**config.mk**
```make
export PLATFORM = sky130hd
export DESIGN_NAME = sensor_channel_acquisition
export DESIGN_NICKNAME = d
export VERILOG_FILES = /design/src/include/sca_pkg.sv /design/src/rtl/sensor_channel_acquisition.sv
export SDC_FILE = /design/constraint.sdc
export NUM_CORES = 2
export LEC_CHECK = 0
export ABC_AREA = 0
export BUFFER_PORTS_ARGS = -buffer_cell sky130_fd_sc_hd__buf_2
export CAP_MARGIN = 20
export CORE_MARGIN = 3
export CORE_UTILIZATION = 58
export CTS_CLUSTER_SIZE = 16
export DETAILED_ROUTE_END_ITERATION = 10
export GPL_ROUTABILITY_DRIVEN = 0
export PLACE_DENSITY_LB_ADDON = 0.1
export SYNTH_ARGS = -nofsm -noshare
export SYNTH_HDL_FRONTEND = slang
export SYNTH_SLANG_ARGS = --single-unit
```
**constraint.sdc**
```tcl
create_clock -name CLK -period 6.15 [get_ports CLK]
set_input_delay 1.845 -clock CLK [delete_from_list [all_inputs] [get_ports CLK]]
set_output_delay 1.845 -clock CLK [all_outputs]
set_load 0.01 [all_outputs]
```
**src/include/sca_pkg.sv**
```systemverilog
// constants, types and register map of the sensor channel acquisition block
package sca_pkg;
    localparam int NCH = 4;
    localparam int ADC_W = 16;
    // clock and timing
    localparam int CLK_HZ = 125_000_000;
    localparam int BASE_HZ = 100_000;
    localparam int TICK_CYC = CLK_HZ / BASE_HZ;
    localparam int BLINK_MS = 500;
    localparam int BLINK_CYC = (CLK_HZ / 1000) * BLINK_MS;
    localparam int SUPOFF_MS = 10;
    localparam int SUPOFF_CYC = (CLK_HZ / 1000) * SUPOFF_MS;
    localparam int DERATE_US = 1000;
    localparam int DERATE_CYC = (CLK_HZ / 1_000_000) * DERATE_US;
    localparam logic [31:0] AA_DELAY_TICKS = 32'h0000_0001;
    // rate codes: 0 = 100 kHz ... 16 = 0.5 Hz
    localparam logic [4:0] RATE_MAX_CODE = 5'h10;
    localparam logic [4:0] RP_MIN_CODE = 5'h03;
    localparam logic [4:0] RATE_RST = 5'h03;
    // register byte offsets
    localparam logic [7:0] OFS_CTRL = 8'h00;
    localparam logic [7:0] OFS_STATUS = 8'h04;
    localparam logic [7:0] OFS_MASK = 8'h08;
    localparam logic [7:0] OFS_FAULT = 8'h0C;
    localparam logic [7:0] OFS_CIC = 8'h10;
    localparam logic [7:0] OFS_CHCFG = 8'h20;
    localparam logic [7:0] OFS_SUPPLY = 8'h30;
    localparam logic [7:0] OFS_DATA = 8'h40;
    localparam logic [7:0] OFS_TSTAMP = 8'h50;
    // field positions
    localparam int CTRL_RP_BIT = 0;
    localparam int CHCFG_BYP_BIT = 8;
    localparam int CHCFG_EFF_LSB = 16;
    localparam int SUP_EN_BIT = 0;
    localparam int SUP_SET_LSB = 8;
    localparam int STS_FUSE_LSB = 4;
    localparam int STS_OVL_LSB = 8;
    localparam int STS_RDY_LSB = 12;
    localparam logic [7:0] SUP_SET_RST = 8'h00;
    localparam logic [1:0] RESP_OKAY = 2'h0;
    localparam logic [1:0] RESP_SLVERR = 2'h2;
    localparam logic [1:0] RESP_DECERR = 2'h3;
    // lamp brightness
    typedef enum logic [1:0] {
        LVL_OFF = 2'b00,
        LVL_REDUCED = 2'b01,
        LVL_SEMI = 2'b10,
        LVL_FULL = 2'b11
    } lvl_e;
    typedef enum logic [2:0] {
        LAMP_NORMAL = 3'b000,
        LAMP_SUPPLY = 3'b001,
        LAMP_WARN = 3'b010,
        LAMP_INTERR = 3'b011,
        LAMP_SELFTEST = 3'b100
    } lamp_e;
    // asynchronous pin inputs
    typedef struct packed {
        logic [NCH-1:0][ADC_W-1:0] adc;
        logic [NCH-1:0] shrt;
        logic [NCH-1:0] fuse;
        logic [NCH-1:0] ovl;
        logic stfail;
        logic ierr;
        logic rpgo;
    } pin_s;
endpackage

```
**src/rtl/sensor_channel_acquisition.sv**
```systemverilog
// four-channel acquisition, supply control and status lamp with AXI4-Lite registers
`timescale 1ns/1ps
module sensor_channel_acquisition
    import sca_pkg::*;
#(
    parameter int BLINK_CYCLES = BLINK_CYC,
    parameter int SUPOFF_CYCLES = SUPOFF_CYC,
    parameter int DERATE_CYCLES = DERATE_CYC
) (
    // clock and reset
    input wire logic CLK,
    input wire logic RSTN,
    // axi4-lite write address and data
    input wire logic [7:0] S_AXI_AWADDR,
    input wire logic S_AXI_AWVALID,
    output logic S_AXI_AWREADY,
    input wire logic [31:0] S_AXI_WDATA,
    input wire logic [3:0] S_AXI_WSTRB,
    input wire logic S_AXI_WVALID,
    output logic S_AXI_WREADY,
    output logic [1:0] S_AXI_BRESP,
    output logic S_AXI_BVALID,
    input wire logic S_AXI_BREADY,
    // axi4-lite read
    input wire logic [7:0] S_AXI_ARADDR,
    input wire logic S_AXI_ARVALID,
    output logic S_AXI_ARREADY,
    output logic [31:0] S_AXI_RDATA,
    output logic [1:0] S_AXI_RRESP,
    output logic S_AXI_RVALID,
    input wire logic S_AXI_RREADY,
    // converters and sensor supplies
    output logic ADC_CONV,
    input wire logic [NCH-1:0][ADC_W-1:0] ADC_DATA,
    output logic [NCH-1:0] SUP_EN,
    output logic [NCH-1:0][7:0] SUP_SET,
    input wire logic [NCH-1:0] SUP_SHORT,
    input wire logic [NCH-1:0] SUP_FUSE,
    input wire logic [NCH-1:0] SUP_OVERLOAD,
    // module condition inputs
    input wire logic SELFTEST_FAIL,
    input wire logic INTERNAL_ERR,
    input wire logic RP_START,
    // lamp and interrupt
    output logic LED_RED,
    output logic LED_GREEN,
    output logic [1:0] LED_LEVEL,
    output logic IRQ
);
    typedef struct packed {
        pin_s s1;
        pin_s s2;
        logic rp_prev;
        logic rp_mode;
        logic [NCH-1:0][4:0] rate;
        logic [NCH-1:0] byp;
        logic [NCH-1:0] sup_en;
        logic [NCH-1:0][7:0] sup_set;
        logic [NCH-1:0][7:0] derate;
        logic [NCH-1:0] sup_out;
        logic [NCH-1:0][7:0] set_out;
        logic [15:0] sts;
        logic [15:0] msk;
        logic [10:0] tick;
        logic [31:0] tstamp;
        logic conv;
        logic [NCH-1:0][33:0] acc;
        logic [NCH-1:0][17:0] dec;
        logic [NCH-1:0][23:0] dat;
        logic [NCH-1:0][31:0] dts;
        logic [31:0] drt_cnt;
        logic [31:0] off_cnt;
        logic [31:0] blk_cnt;
        logic blk_ph;
        lamp_e lamp;
        logic led_r;
        logic led_g;
        logic [1:0] led_lvl;
        logic irq;
        logic awrdy;
        logic aw_ok;
        logic [7:0] awa;
        logic wrdy;
        logic w_ok;
        logic [31:0] wd;
        logic [3:0] ws;
        logic bv;
        logic [1:0] bresp;
        logic arrdy;
        logic rv;
        logic [31:0] rd;
        logic [1:0] rresp;
    } st_s;

    localparam logic [10:0] TICK_LAST = 11'(TICK_CYC - 1);

    st_s r;
    st_s n;
    pin_s pins;

    // decimation ratio per rate code, lockstep to the 100 kHz base
    function automatic logic [17:0] rate_r(input logic [4:0] c);
        unique case (c)
            5'h00: rate_r = 18'h00001;
            5'h01: rate_r = 18'h00002;
            5'h02: rate_r = 18'h00005;
            5'h03: rate_r = 18'h0000A;
            5'h04: rate_r = 18'h00014;
            5'h05: rate_r = 18'h00032;
            5'h06: rate_r = 18'h00064;
            5'h07: rate_r = 18'h000C8;
            5'h08: rate_r = 18'h001F4;
            5'h09: rate_r = 18'h003E8;
            5'h0A: rate_r = 18'h007D0;
            5'h0B: rate_r = 18'h01388;
            5'h0C: rate_r = 18'h02710;
            5'h0D: rate_r = 18'h04E20;
            5'h0E: rate_r = 18'h0C350;
            5'h0F: rate_r = 18'h186A0;
            default: rate_r = 18'h30D40;
        endcase
    endfunction

    // gain correction: floor of log2 of the ratio, so output gain stays in [1,2)
    function automatic logic [4:0] rate_sh(input logic [4:0] c);
        unique case (c)
            5'h00: rate_sh = 5'h00;
            5'h01: rate_sh = 5'h01;
            5'h02: rate_sh = 5'h02;
            5'h03: rate_sh = 5'h03;
            5'h04: rate_sh = 5'h04;
            5'h05: rate_sh = 5'h05;
            5'h06: rate_sh = 5'h06;
            5'h07: rate_sh = 5'h07;
            5'h08: rate_sh = 5'h08;
            5'h09: rate_sh = 5'h09;
            5'h0A: rate_sh = 5'h0A;
            5'h0B: rate_sh = 5'h0C;
            5'h0C: rate_sh = 5'h0D;
            5'h0D: rate_sh = 5'h0E;
            5'h0E: rate_sh = 5'h0F;
            5'h0F: rate_sh = 5'h10;
            default: rate_sh = 5'h11;
        endcase
    endfunction

    // effective code after range limit and rapid-prototyping cap
    function automatic logic [4:0] eff_code(input logic [4:0] c, input logic rp);
        logic [4:0] e;
        e = (c > RATE_MAX_CODE) ? RATE_MAX_CODE : c;
        if (rp && (e < RP_MIN_CODE)) begin
            e = RP_MIN_CODE;
        end
        eff_code = e;
    endfunction

    // byte-lane merge for write strobes
    function automatic logic [31:0] wmerge(input logic [31:0] o, input logic [31:0] d,
                                           input logic [3:0] s);
        logic [31:0] m;
        m = o;
        for (int b = 0; b < 4; b++) begin
            if (s[b]) begin
                m[b*8 +: 8] = d[b*8 +: 8];
            end
        end
        wmerge = m;
    endfunction

    assign pins = '{adc: ADC_DATA, shrt: SUP_SHORT, fuse: SUP_FUSE, ovl: SUP_OVERLOAD,
                    stfail: SELFTEST_FAIL, ierr: INTERNAL_ERR, rpgo: RP_START};

    // next-state logic for the whole block
    always_comb begin
        logic [15:0] set_v;
        logic [15:0] clr_v;
        logic [4:0] e;
        logic [17:0] rr;
        logic signed [33:0] smp;
        logic signed [33:0] sum;
        logic signed [33:0] shv;
        logic [31:0] wv;
        logic [31:0] rdv;
        logic [1:0] rsp;
        logic [1:0] ch;
        logic drt_pulse;
        n = r;
        set_v = '0;
        clr_v = '0;
        e = '0;
        rr = '0;
        smp = '0;
        sum = '0;
        shv = '0;
        wv = '0;
        rdv = '0;
        rsp = RESP_OKAY;
        ch = '0;
        drt_pulse = 1'b0;
        // two-stage synchronisers, second stage only is used
        n.s1 = pins;
        n.s2 = r.s1;
        n.rp_prev = r.s2.rpgo;
        n.conv = 1'b0;
        if (r.tick == TICK_LAST) begin
            n.tick = '0;
            n.conv = 1'b1;
            n.tstamp = r.tstamp + 32'h1;
        end else begin
            n.tick = r.tick + 11'h1;
        end
        // per-channel decimating comb, the data of the previous conversion is settled
        for (int c = 0; c < NCH; c++) begin
            e = eff_code(r.rate[c], r.rp_mode);
            rr = rate_r(e);
            if (r.conv) begin
                smp = {{18{r.s2.adc[c][ADC_W-1]}}, r.s2.adc[c]};
                sum = r.byp[c] ? smp : (r.acc[c] + smp);
                if (r.dec[c] >= (rr - 18'h1)) begin
                    shv = sum >>> rate_sh(e);
                    n.dat[c] = r.byp[c] ? smp[23:0] : shv[23:0];
                    n.dts[c] = r.tstamp - AA_DELAY_TICKS
                               - (r.byp[c] ? 32'h0 : {14'h0, (rr - 18'h1) >> 1});
                    set_v[STS_RDY_LSB + c] = 1'b1;
                    n.acc[c] = '0;
                    n.dec[c] = '0;
                end else begin
                    n.acc[c] = sum;
                    n.dec[c] = r.dec[c] + 18'h1;
                end
            end
        end
        // fault events; level inputs stay set while present
        set_v[3:0] = r.s2.shrt;
        set_v[7:4] = r.s2.fuse;
        set_v[11:8] = r.s2.ovl;
        // axi write: address and data taken independently
        if (r.awrdy && S_AXI_AWVALID) begin
            n.aw_ok = 1'b1;
            n.awa = S_AXI_AWADDR;
        end
        if (r.wrdy && S_AXI_WVALID) begin
            n.w_ok = 1'b1;
            n.wd = S_AXI_WDATA;
            n.ws = S_AXI_WSTRB;
        end
        if (r.bv && S_AXI_BREADY) begin
            n.bv = 1'b0;
        end
        if (r.aw_ok && r.w_ok && !r.bv) begin
            n.aw_ok = 1'b0;
            n.w_ok = 1'b0;
            n.bv = 1'b1;
            ch = r.awa[3:2];
            rsp = RESP_OKAY;
            if (r.awa == OFS_CTRL) begin
                wv = wmerge({31'h0, r.rp_mode}, r.wd, r.ws);
                n.rp_mode = wv[CTRL_RP_BIT];
            end else if (r.awa == OFS_STATUS) begin
                wv = wmerge(32'h0, r.wd, r.ws);
                clr_v = wv[15:0];
            end else if (r.awa == OFS_MASK) begin
                wv = wmerge({16'h0, r.msk}, r.wd, r.ws);
                n.msk = wv[15:0];
            end else if (r.awa[7:4] == OFS_CHCFG[7:4]) begin
                wv = wmerge({23'h0, r.byp[ch], 3'h0, r.rate[ch]}, r.wd, r.ws);
                n.rate[ch] = wv[4:0];
                n.byp[ch] = wv[CHCFG_BYP_BIT];
            end else if (r.awa[7:4] == OFS_SUPPLY[7:4]) begin
                wv = wmerge({16'h0, r.sup_set[ch], 7'h0, r.sup_en[ch]}, r.wd, r.ws);
                n.sup_en[ch] = wv[SUP_EN_BIT];
                n.sup_set[ch] = wv[SUP_SET_LSB +: 8];
            end else if ((r.awa == OFS_CIC) || (r.awa == OFS_FAULT)
                         || (r.awa[7:4] == OFS_DATA[7:4])
                         || (r.awa[7:4] == OFS_TSTAMP[7:4])) begin
                rsp = RESP_SLVERR;
            end else begin
                rsp = RESP_DECERR;
            end
            n.bresp = rsp;
        end
        n.awrdy = !n.aw_ok;
        n.wrdy = !n.w_ok;
        // axi read: one outstanding, answer registered
        if (r.rv && S_AXI_RREADY) begin
            n.rv = 1'b0;
        end
        if (r.arrdy && S_AXI_ARVALID) begin
            ch = S_AXI_ARADDR[3:2];
            rsp = RESP_OKAY;
            if (S_AXI_ARADDR == OFS_CTRL) begin
                rdv = {31'h0, r.rp_mode};
            end else if (S_AXI_ARADDR == OFS_STATUS) begin
                rdv = {16'h0, r.sts};
            end else if (S_AXI_ARADDR == OFS_MASK) begin
                rdv = {16'h0, r.msk};
            end else if (S_AXI_ARADDR == OFS_FAULT) begin
                rdv = {20'h0, r.s2.ovl, r.s2.fuse, r.s2.shrt};
            end else if (S_AXI_ARADDR == OFS_CIC) begin
                rdv = {9'h0, rate_sh(eff_code(r.rate[0], r.rp_mode)),
                       rate_r(eff_code(r.rate[0], r.rp_mode))};
            end else if (S_AXI_ARADDR[7:4] == OFS_CHCFG[7:4]) begin
                rdv = {11'h0, eff_code(r.rate[ch], r.rp_mode), 7'h0, r.byp[ch],
                       3'h0, r.rate[ch]};
            end else if (S_AXI_ARADDR[7:4] == OFS_SUPPLY[7:4]) begin
                rdv = {16'h0, r.sup_set[ch], 7'h0, r.sup_en[ch]};
            end else if (S_AXI_ARADDR[7:4] == OFS_DATA[7:4]) begin
                rdv = {{8{r.dat[ch][23]}}, r.dat[ch]};
            end else if (S_AXI_ARADDR[7:4] == OFS_TSTAMP[7:4]) begin
                rdv = r.dts[ch];
            end else begin
                rsp = RESP_DECERR;
            end
            n.rv = 1'b1;
            n.rd = rdv;
            n.rresp = rsp;
        end
        n.arrdy = !n.rv;
        // short forces supply off, wins over a software enable
        for (int c = 0; c < NCH; c++) begin
            if (r.s2.shrt[c]) begin
                n.sup_en[c] = 1'b0;
            end
        end
        if (r.s2.rpgo && !r.rp_prev) begin
            n.off_cnt = 32'(SUPOFF_CYCLES);
        end else if (r.off_cnt != 32'h0) begin
            n.off_cnt = r.off_cnt - 32'h1;
        end
        if (|r.s2.ovl) begin
            if (r.drt_cnt == 32'(DERATE_CYCLES - 1)) begin
                n.drt_cnt = '0;
                drt_pulse = 1'b1;
            end else begin
                n.drt_cnt = r.drt_cnt + 32'h1;
            end
        end else begin
            n.drt_cnt = '0;
        end
        for (int c = 0; c < NCH; c++) begin
            if (!r.s2.ovl[c]) begin
                n.derate[c] = '0;
            end else if (drt_pulse && (r.derate[c] < r.sup_set[c])) begin
                n.derate[c] = r.derate[c] + 8'h1;
            end
            n.sup_out[c] = r.sup_en[c] && (r.off_cnt == 32'h0);
            n.set_out[c] = r.sup_set[c] - r.derate[c];
        end
        // status: a new event wins over a clear in the same cycle
        n.sts = (r.sts & ~clr_v) | set_v;
        n.irq = |(r.sts & r.msk);
        if (|r.s2.ovl) begin
            if (r.blk_cnt == 32'(BLINK_CYCLES - 1)) begin
                n.blk_cnt = '0;
                n.blk_ph = !r.blk_ph;
            end else begin
                n.blk_cnt = r.blk_cnt + 32'h1;
            end
        end else begin
            n.blk_cnt = '0;
            n.blk_ph = 1'b0;
        end
        // lamp priority: self-test, internal error, overload, supply on, normal
        if (r.s2.stfail) begin
            n.lamp = LAMP_SELFTEST;
        end else if (r.s2.ierr) begin
            n.lamp = LAMP_INTERR;
        end else if (|r.s2.ovl) begin
            n.lamp = LAMP_WARN;
        end else if ((|r.sup_en) && !(|r.s2.shrt) && !(|r.s2.fuse)) begin
            n.lamp = LAMP_SUPPLY;
        end else begin
            n.lamp = LAMP_NORMAL;
        end
        unique case (r.lamp)
            LAMP_SELFTEST: begin
                n.led_r = 1'b1;
                n.led_g = 1'b0;
                n.led_lvl = LVL_FULL;
            end
            LAMP_INTERR: begin
                n.led_r = 1'b1;
                n.led_g = 1'b0;
                n.led_lvl = LVL_SEMI;
            end
            LAMP_WARN: begin
                n.led_r = 1'b1;
                n.led_g = !r.blk_ph;
                n.led_lvl = LVL_REDUCED;
            end
            LAMP_SUPPLY: begin
                n.led_r = 1'b1;
                n.led_g = 1'b1;
                n.led_lvl = LVL_SEMI;
            end
            LAMP_NORMAL: begin
                n.led_r = 1'b0;
                n.led_g = 1'b1;
                n.led_lvl = LVL_SEMI;
            end
            default: begin
                n.led_r = 1'b1;
                n.led_g = 1'b0;
                n.led_lvl = LVL_SEMI;
            end
        endcase
    end

    // single state register; ready flags come up high after reset
    always_ff @(posedge CLK or negedge RSTN) begin
        if (!RSTN) begin
            r <= '0;
            r.awrdy <= 1'b1;
            r.wrdy <= 1'b1;
            r.arrdy <= 1'b1;
            r.rate <= {NCH{RATE_RST}};
            r.sup_set <= {NCH{SUP_SET_RST}};
            r.set_out <= {NCH{SUP_SET_RST}};
            r.lamp <= LAMP_NORMAL;
        end else begin
            r <= n;
        end
    end

    assign S_AXI_AWREADY = r.awrdy;
    assign S_AXI_WREADY = r.wrdy;
    assign S_AXI_BRESP = r.bresp;
    assign S_AXI_BVALID = r.bv;
    assign S_AXI_ARREADY = r.arrdy;
    assign S_AXI_RDATA = r.rd;
    assign S_AXI_RRESP = r.rresp;
    assign S_AXI_RVALID = r.rv;
    assign ADC_CONV = r.conv;
    assign SUP_EN = r.sup_out;
    assign SUP_SET = r.set_out;
    assign LED_RED = r.led_r;
    assign LED_GREEN = r.led_g;
    assign LED_LEVEL = r.led_lvl;
    assign IRQ = r.irq;
endmodule

```
## Yosys cells after proc, flatten, opt, wreduce, memory -nomap -nowiden

Memory sizes are Yosys's and may differ from the RTL's.
Cells that the tools add are included.

| storage, ports and cells | value |
|---|---|
| bits in registers | 988 |
| ROM bits | 1760 |
| output and inout bits | 83 |
| logic and storage cells | 461 |
| memories | 10 |

| cells by class | value |
|---|---|
| $add $sub $neg | 30 |
| order comparisons | 21 |
| equal/unequal tests | 43 |
| shift-type cells | 4 |
| multiplexer cells | 189 |
| bitwise gates (word level) | 8 |
| reduce and logical (&&, ||, !) cells | 68 |

Memories:

| memory | depth | bits a word | rd ports | clocked after Yosys merged registers in | wr ports | RTL line | RTL |
|---|---|---|---|---|---|---|---|
| (name not given) | 16 | 17 | 1 | 0 | 0 | sensor_channel_acquisition.sv:103 | `unique case (c)` |
| (name not given) | 16 | 17 | 1 | 0 | 0 | sensor_channel_acquisition.sv:103 |  |
| (name not given) | 16 | 17 | 1 | 0 | 0 | sensor_channel_acquisition.sv:103 |  |
| (name not given) | 16 | 17 | 1 | 0 | 0 | sensor_channel_acquisition.sv:103 |  |
| (name not given) | 16 | 17 | 1 | 0 | 0 | sensor_channel_acquisition.sv:103 |  |
| (name not given) | 16 | 5 | 1 | 0 | 0 | sensor_channel_acquisition.sv:126 | `unique case (c)` |
| 4 more memories | - | - | - | - | - | - |  |

Operators by type and width:

| operator | count |
|---|---|
| 32-bit 2-to-1 mux | 15 |
| 34-bit 2-to-1 mux | 8 |
| 36-bit 2-to-1 mux | 6 |
| 5-bit 2-to-1 mux | 38 |
| 18-bit 2-to-1 mux | 9 |
| 8-bit 2-to-1 mux | 20 |
| 34-bit adder | 4 |
| 34-bit by 5-bit >>> shifter with 24-bit output | 4 |
| 32-bit by 17-bit subtractor with 32-bit output | 4 |
| 24-bit 2-to-1 mux | 5 |
| 32-bit by 1-bit adder with 32-bit output, second input constant | 3 |
| 18-bit by 1-bit adder with 18-bit output, second input constant | 4 |
| 18-bit greater-or-equal comparator | 4 |
| 18-bit by 1-bit subtractor with 18-bit output, second input constant | 4 |
| 17-bit 2-to-1 mux | 4 |
| 32-bit binary-select mux with 2-bit select | 1 |
| 32-bit by 1-bit subtractor with 32-bit output, second input constant | 2 |
| 24-bit binary-select mux with 2-bit select | 1 |
| 16-bit 2-to-1 mux | 3 |
| 1-bit 2-to-1 mux | 40 |
| 37-bit 2-to-1 mux | 1 |
| 35-bit 2-to-1 mux | 1 |
| 33-bit 2-to-1 mux | 1 |
| 8-bit by 1-bit adder with 8-bit output, second input constant | 4 |
| other kinds (52) | 177 |

## Depth between registers and ports, before layout

An unclocked memory read counts as a cell.

| logic depth | value |
|---|---|
| depth after elaboration | 20 |
| mapped depth | 32 |

## Worst setup path after synthesis

Ideal clock, no wire load.

| timing | value |
|---|---|
| path type | register to register |
| start | register r[821] in the netlist's numbering |
| end | register r[377] in the netlist's numbering |
| setup time | 131 ps |
| arrival | 5694 ps |
| data required time | 6019 ps |
| path slack | 325 ps |
| stages on the path, launching flop included | 32 |
| buffers on the path | 8 |
| period minus slack after synthesis | 5825 ps |
| cells stage by stage | dfrtp_1 -> clkbuf_1 -> clkbuf_1 -> clkbuf_1 -> nor3_1 -> nor2_1 -> nor2_1 -> inv_1 -> ha_1 -> mux2_2 -> o21ai_0 -> a31oi_1 -> nand2b_1 -> nor3_1 -> and2_1 -> clkbuf_1 -> a211oi_1 -> ha_1 -> a21o_1 -> a21o_1 -> a21oi_1 -> nor2b_1 -> o21ai_0 -> a32o_1 -> clkbuf_1 -> nand2b_1 -> clkbuf_1 -> clkbuf_1 -> buf_1 -> nor2_1 -> a21oi_1 -> nand4_1 |

| on the way | value |
|---|---|
| word-level cells in the longest chain between the ends | 11 |
| elaborated cells on any way between the ends | 16 |
| those cells by class | add/sub: 1; order compare: 3; shift: 1; mux: 7; reduce/logical: 2; memory: 2 |

Ends and longest elaborated chain:

| what | RTL line | RTL |
|---|---|---|
| start, declared | sensor_channel_acquisition.sv:97 | `st_s r;` |
| start signal, assigned | sensor_channel_acquisition.sv:421 | `r <= n;` |
| 5-bit > comparator | sensor_channel_acquisition.sv:150 | `e = (c > RATE_MAX_CODE) ? RATE_MAX_CODE : c;` |
| 5-bit 2-to-1 mux * | sensor_channel_acquisition.sv:150 |  |
| 5-bit by 2-bit less-than comparator with 1-bit output | sensor_channel_acquisition.sv:151 | `if (rp && (e < RP_MIN_CODE)) begin` |
| 1-bit logical AND | sensor_channel_acquisition.sv:151 |  |
| 5-bit 2-to-1 mux * | sensor_channel_acquisition.sv:151 |  |
| parallel branches: the longest is 6 deep, another holds 18-bit by 1-bit subtractor with 18-bit output | - |  |

Mark *: on every way between the ends. The select of a mux whose other input is x is not followed.
A chain may end at the register's enable or synchronous reset.

## Worst setup path in the final report

| timing | value |
|---|---|
| start | register r[825] in the netlist's numbering |
| end | register r[315] in the netlist's numbering |

| on the way | value |
|---|---|
| word-level cells in the longest chain between the ends | 10 |
| elaborated cells on any way between the ends | 12 |
| those cells by class | add/sub: 2; order compare: 3; mux: 4; reduce/logical: 2; memory: 1 |

Ends and longest elaborated chain:

| what | RTL line |
|---|---|
| 5-bit > comparator | sensor_channel_acquisition.sv:150 |
| 5-bit 2-to-1 mux * | sensor_channel_acquisition.sv:150 |
| 5-bit by 2-bit less-than comparator with 1-bit output | sensor_channel_acquisition.sv:151 |
| 1-bit logical AND | sensor_channel_acquisition.sv:151 |
| 5-bit 2-to-1 mux * | sensor_channel_acquisition.sv:151 |
| memory read 16 x 17 bit | - |
| 18-bit 2-to-1 mux * | sensor_channel_acquisition.sv:103 |
| 18-bit by 1-bit subtractor with 18-bit output * | sensor_channel_acquisition.sv:219, sensor_channel_acquisition.sv:223 |
| 17-bit 2-to-1 mux or 18-bit greater-or-equal comparator (tied branches) | sensor_channel_acquisition.sv:223, sensor_channel_acquisition.sv:219 |
| 32-bit by 17-bit subtractor with 32-bit output or 2-bit AND reduction (tied branches) | - |

Mark *: on every way between the ends. The rest lies on a longest branch, timed or not.

==> reports/summary.txt <==
Status: finished, final reports clean
Worst slack at placement: 0.0793 ns
Clock Path Buffers: 3
I/O pins: 221
Layout Nets: 8,328
Synthesized net count: 8,408
Vias per std cell: 6.60
Power per cell area: 459 nW/um2
Core area: 117,000 um2
CP max stage delay: 0.40 ns
Drt initial violations: 6,987
VDD IR max: 0.000509 V
Synth cell types: 112
Fillers: 9,849
Buffers on Ports: 202
Drt wl/cell: 22.6 um
Min-delay src: n[870]
Root Driver: clkbuf_16
Max-Cap Viols: 0
Least-Margin Pin Slew: 1.27 ns
Synth Warn #: 0
Final Hold Violating Endpoints: 0
Die Y: 349 um
CTS Buf Count: 107
CP startpoint kind: flip-flop
Crit path DAT: 6.65 ns
Crit Path Category: reg2reg
First-pass DRT Iterations: 7
Main synth FF type: dfrtp_1
Reg clk slew, reported paths: 0.07 ns
Initial Utilization: 0.586
DPL Wire Length: 158,000 um
EDFF count, synth: 0
WL final: 214,000 um
DP Area: 70,300 um2
Congestion Overflow GR: 0
Worst Skew: 0.0377 ns
Most common cell after layout, fill and taps aside: nand2_1
Critical Path RT: 6.83 ns
Fin crit period: 5.97 ns
Share of cells above drive strength 1: 0.117
DR vias: 62,412
CTS tree: built
Number of H-tree levels: 3
Worst skew pair latency: 0.76 ns
Critical Path Sink Type: flip-flop
Worst r2r src: r[825]
Total Routing Usage GR: 0.343
Post-Syn Instances: 7,911
Via count of the first global-routing pass: 58,586
CP Launch Point: r[825]
First-pass GRT wire length: 334,000 um
Remaining antenna violation count: 0
Synth async-reset ratio: 1.00
Setup Viol. Count Final: 0
Register area share after synthesis: 0.355
Drt drc: 0
Layout Area Growth over Synthesis: 8.97%
Cell area after layout: 74,400 um2
Clock Sinks: 969
Top cell type's share of synthesized area: 0.351
Synth area leaders: dfrtp_1 (35%), ha_1 (6.4%), nand2_1 (5.3%)
Synth Cell Area: 68,300 um2
Die area: 122,000 um2
Fmax: 0.167 GHz
Die W: 349 um
Commonest non-fill, non-tap cells in the layout: nand2_1 (955), dfrtp_1 (953), nor2_1 (708), o21ai_0 (594), a21oi_1 (414)
CP max FO: 6
Yosys reg bits: 969
Syn_area_per_cell: 8.63 um2
Initial antenna violation count: 11
Relative slew slack: 0.129
Tcrit/Tclk final: 0.971
Row count: 125
Largest net degree at the start of global routing: 110
Post-CTS Hold Buffers: 0
Post-synthesis cell type with the largest combined area: dfrtp_1
Total leakage power: 33.2 nW
Post-route worst setup slack: 0.177 ns
Crit path top cell by count: a21oi_1
Max stage delay cell, worst path: dfrtp_1
Hold crit path type: reg2reg
Pins Over Slew Limit: 0
[critical path: cells and delay by family, from the launching register on]
kind                     cells  cell delay, ns
buffers and inverters        2            0.34
XOR/XNOR                     1            0.14
AND/OR/NAND/NOR             11            2.16
flip-flops                   1            0.40
AO/OA/AOI/OAI               12            2.29
adder cells (fa/ha/maj)      2            0.61
[Yosys cell counts, types with 59 or more instances]
cell / n
xor2_1: 200
o21ai_0: 596
buf_1: 59
mux2_2: 113
o21a_1: 61
a21o_1: 149
mux4_2: 88
o211ai_1: 98
inv_1: 220
and3_1: 94
mux2i_1: 129
dfrtp_1: 958
a31oi_1: 87
nand4_1: 103
a21oi_1: 424
nand2_1: 959
nor2b_1: 67
and2_1: 76
nand2b_1: 89
a211oi_1: 104
o2bb2ai_1: 60
xnor2_1: 227
ha_1: 347
or3_1: 83
nand3_1: 275
buf_4: 75
clkbuf_1: 392
o31ai_1: 72
nor3_1: 174
nor2_1: 717
[metal layers]
metal | GRT usage | share of wire
met5 | 0 | 0.00032
met4 | 0.153 | 0.051
met3 | 0.0696 | 0.098
met2 | 0.529 | 0.44
met1 | 0.468 | 0.41
[worst paths after layout]
kind | to | slack [ns] | depth (start not counted)
hold reg to reg | r[870] | 0.34 | 0
hold / removal | r[870] | 0.34 | 0
setup / recovery | r[315] | 0.18 | 28
setup reg to reg | r[315] | 0.18 | 28
max in group asynchronous | r[807] | 3.78 | 2
min in group asynchronous | r[188] | 1.08 | 1
[flip-flops by register name, indices dropped and copies added (netlist names)]
register	flops
LED_GREEN	1
ADC_CONV	1
IRQ	1
n	80
S_AXI_BVALID	1
LED_RED	1
SUP_EN	4
S_AXI_AWREADY	1
S_AXI_RRESP	1
r	807
S_AXI_WREADY	1
S_AXI_ARREADY	1
S_AXI_RVALID	1
LED_LEVEL	2
S_AXI_RDATA	32
S_AXI_BRESP	2
SUP_SET	32
[power by group]
part	leakage, nW	total (mW)	switching (mW)	internal, mW
Combinational	18.4	19.6	12.6	6.94
Clock	1.94	7.19	2.90	4.29
Sequential	12.9	7.43	0.601	6.83
Total	33.2	34.2	16.1	18.1
[timing repair]
action                                  in CTS  in global routing
endpoints found under the setup margin       0                 62
gates resized for setup                      0                 22
setup buffers                                0                  2
[metrics by stage]
| stage | hold WS [ns] | utilization | power (mW) | instances | TNS [ns] |
|---|---|---|---|---|---|
| global placement | 0.331 | 0.603 | 26.1 | 9239 | 0 |
| floorplan | 0.331 | - | 20.7 | 7911 | 0 |
| detailed placement | 0.335 | 0.603 | 26.3 | 9239 | 0 |
| global route | 0.343 | 0.639 | 36.2 | 9446 | -0.270 |
| finish | 0.339 | 0.639 | 34.2 | 9453 | 0 |
| CTS | 0.339 | 0.638 | 33.6 | 9439 | 0 |
[cells by family after synthesis]
family | share of synthesized area
compound gates | 0.215
xor+xnor | 0.0557
fa+ha+maj | 0.0671
buf+inv | 0.0469
flops | 0.355
mux | 0.0665
simple gates | 0.193
[area by class of cell]
cell class / count / area [um2] / share of cell area
antenna: 7 / 17.5 / 0.000235
clock buffer: 138 / 3000 / 0.0404
clock inverter: 62 / 1000 / 0.0134
inverter: 228 / 858 / 0.0115
multi-input combinational: 6173 / 41000 / 0.551
sequential: 969 / 24300 / 0.326
tap: 1524 / 1910 / 0.0256
timing repair buffer: 352 / 2320 / 0.0312
(Power assumes the default switching activity.)
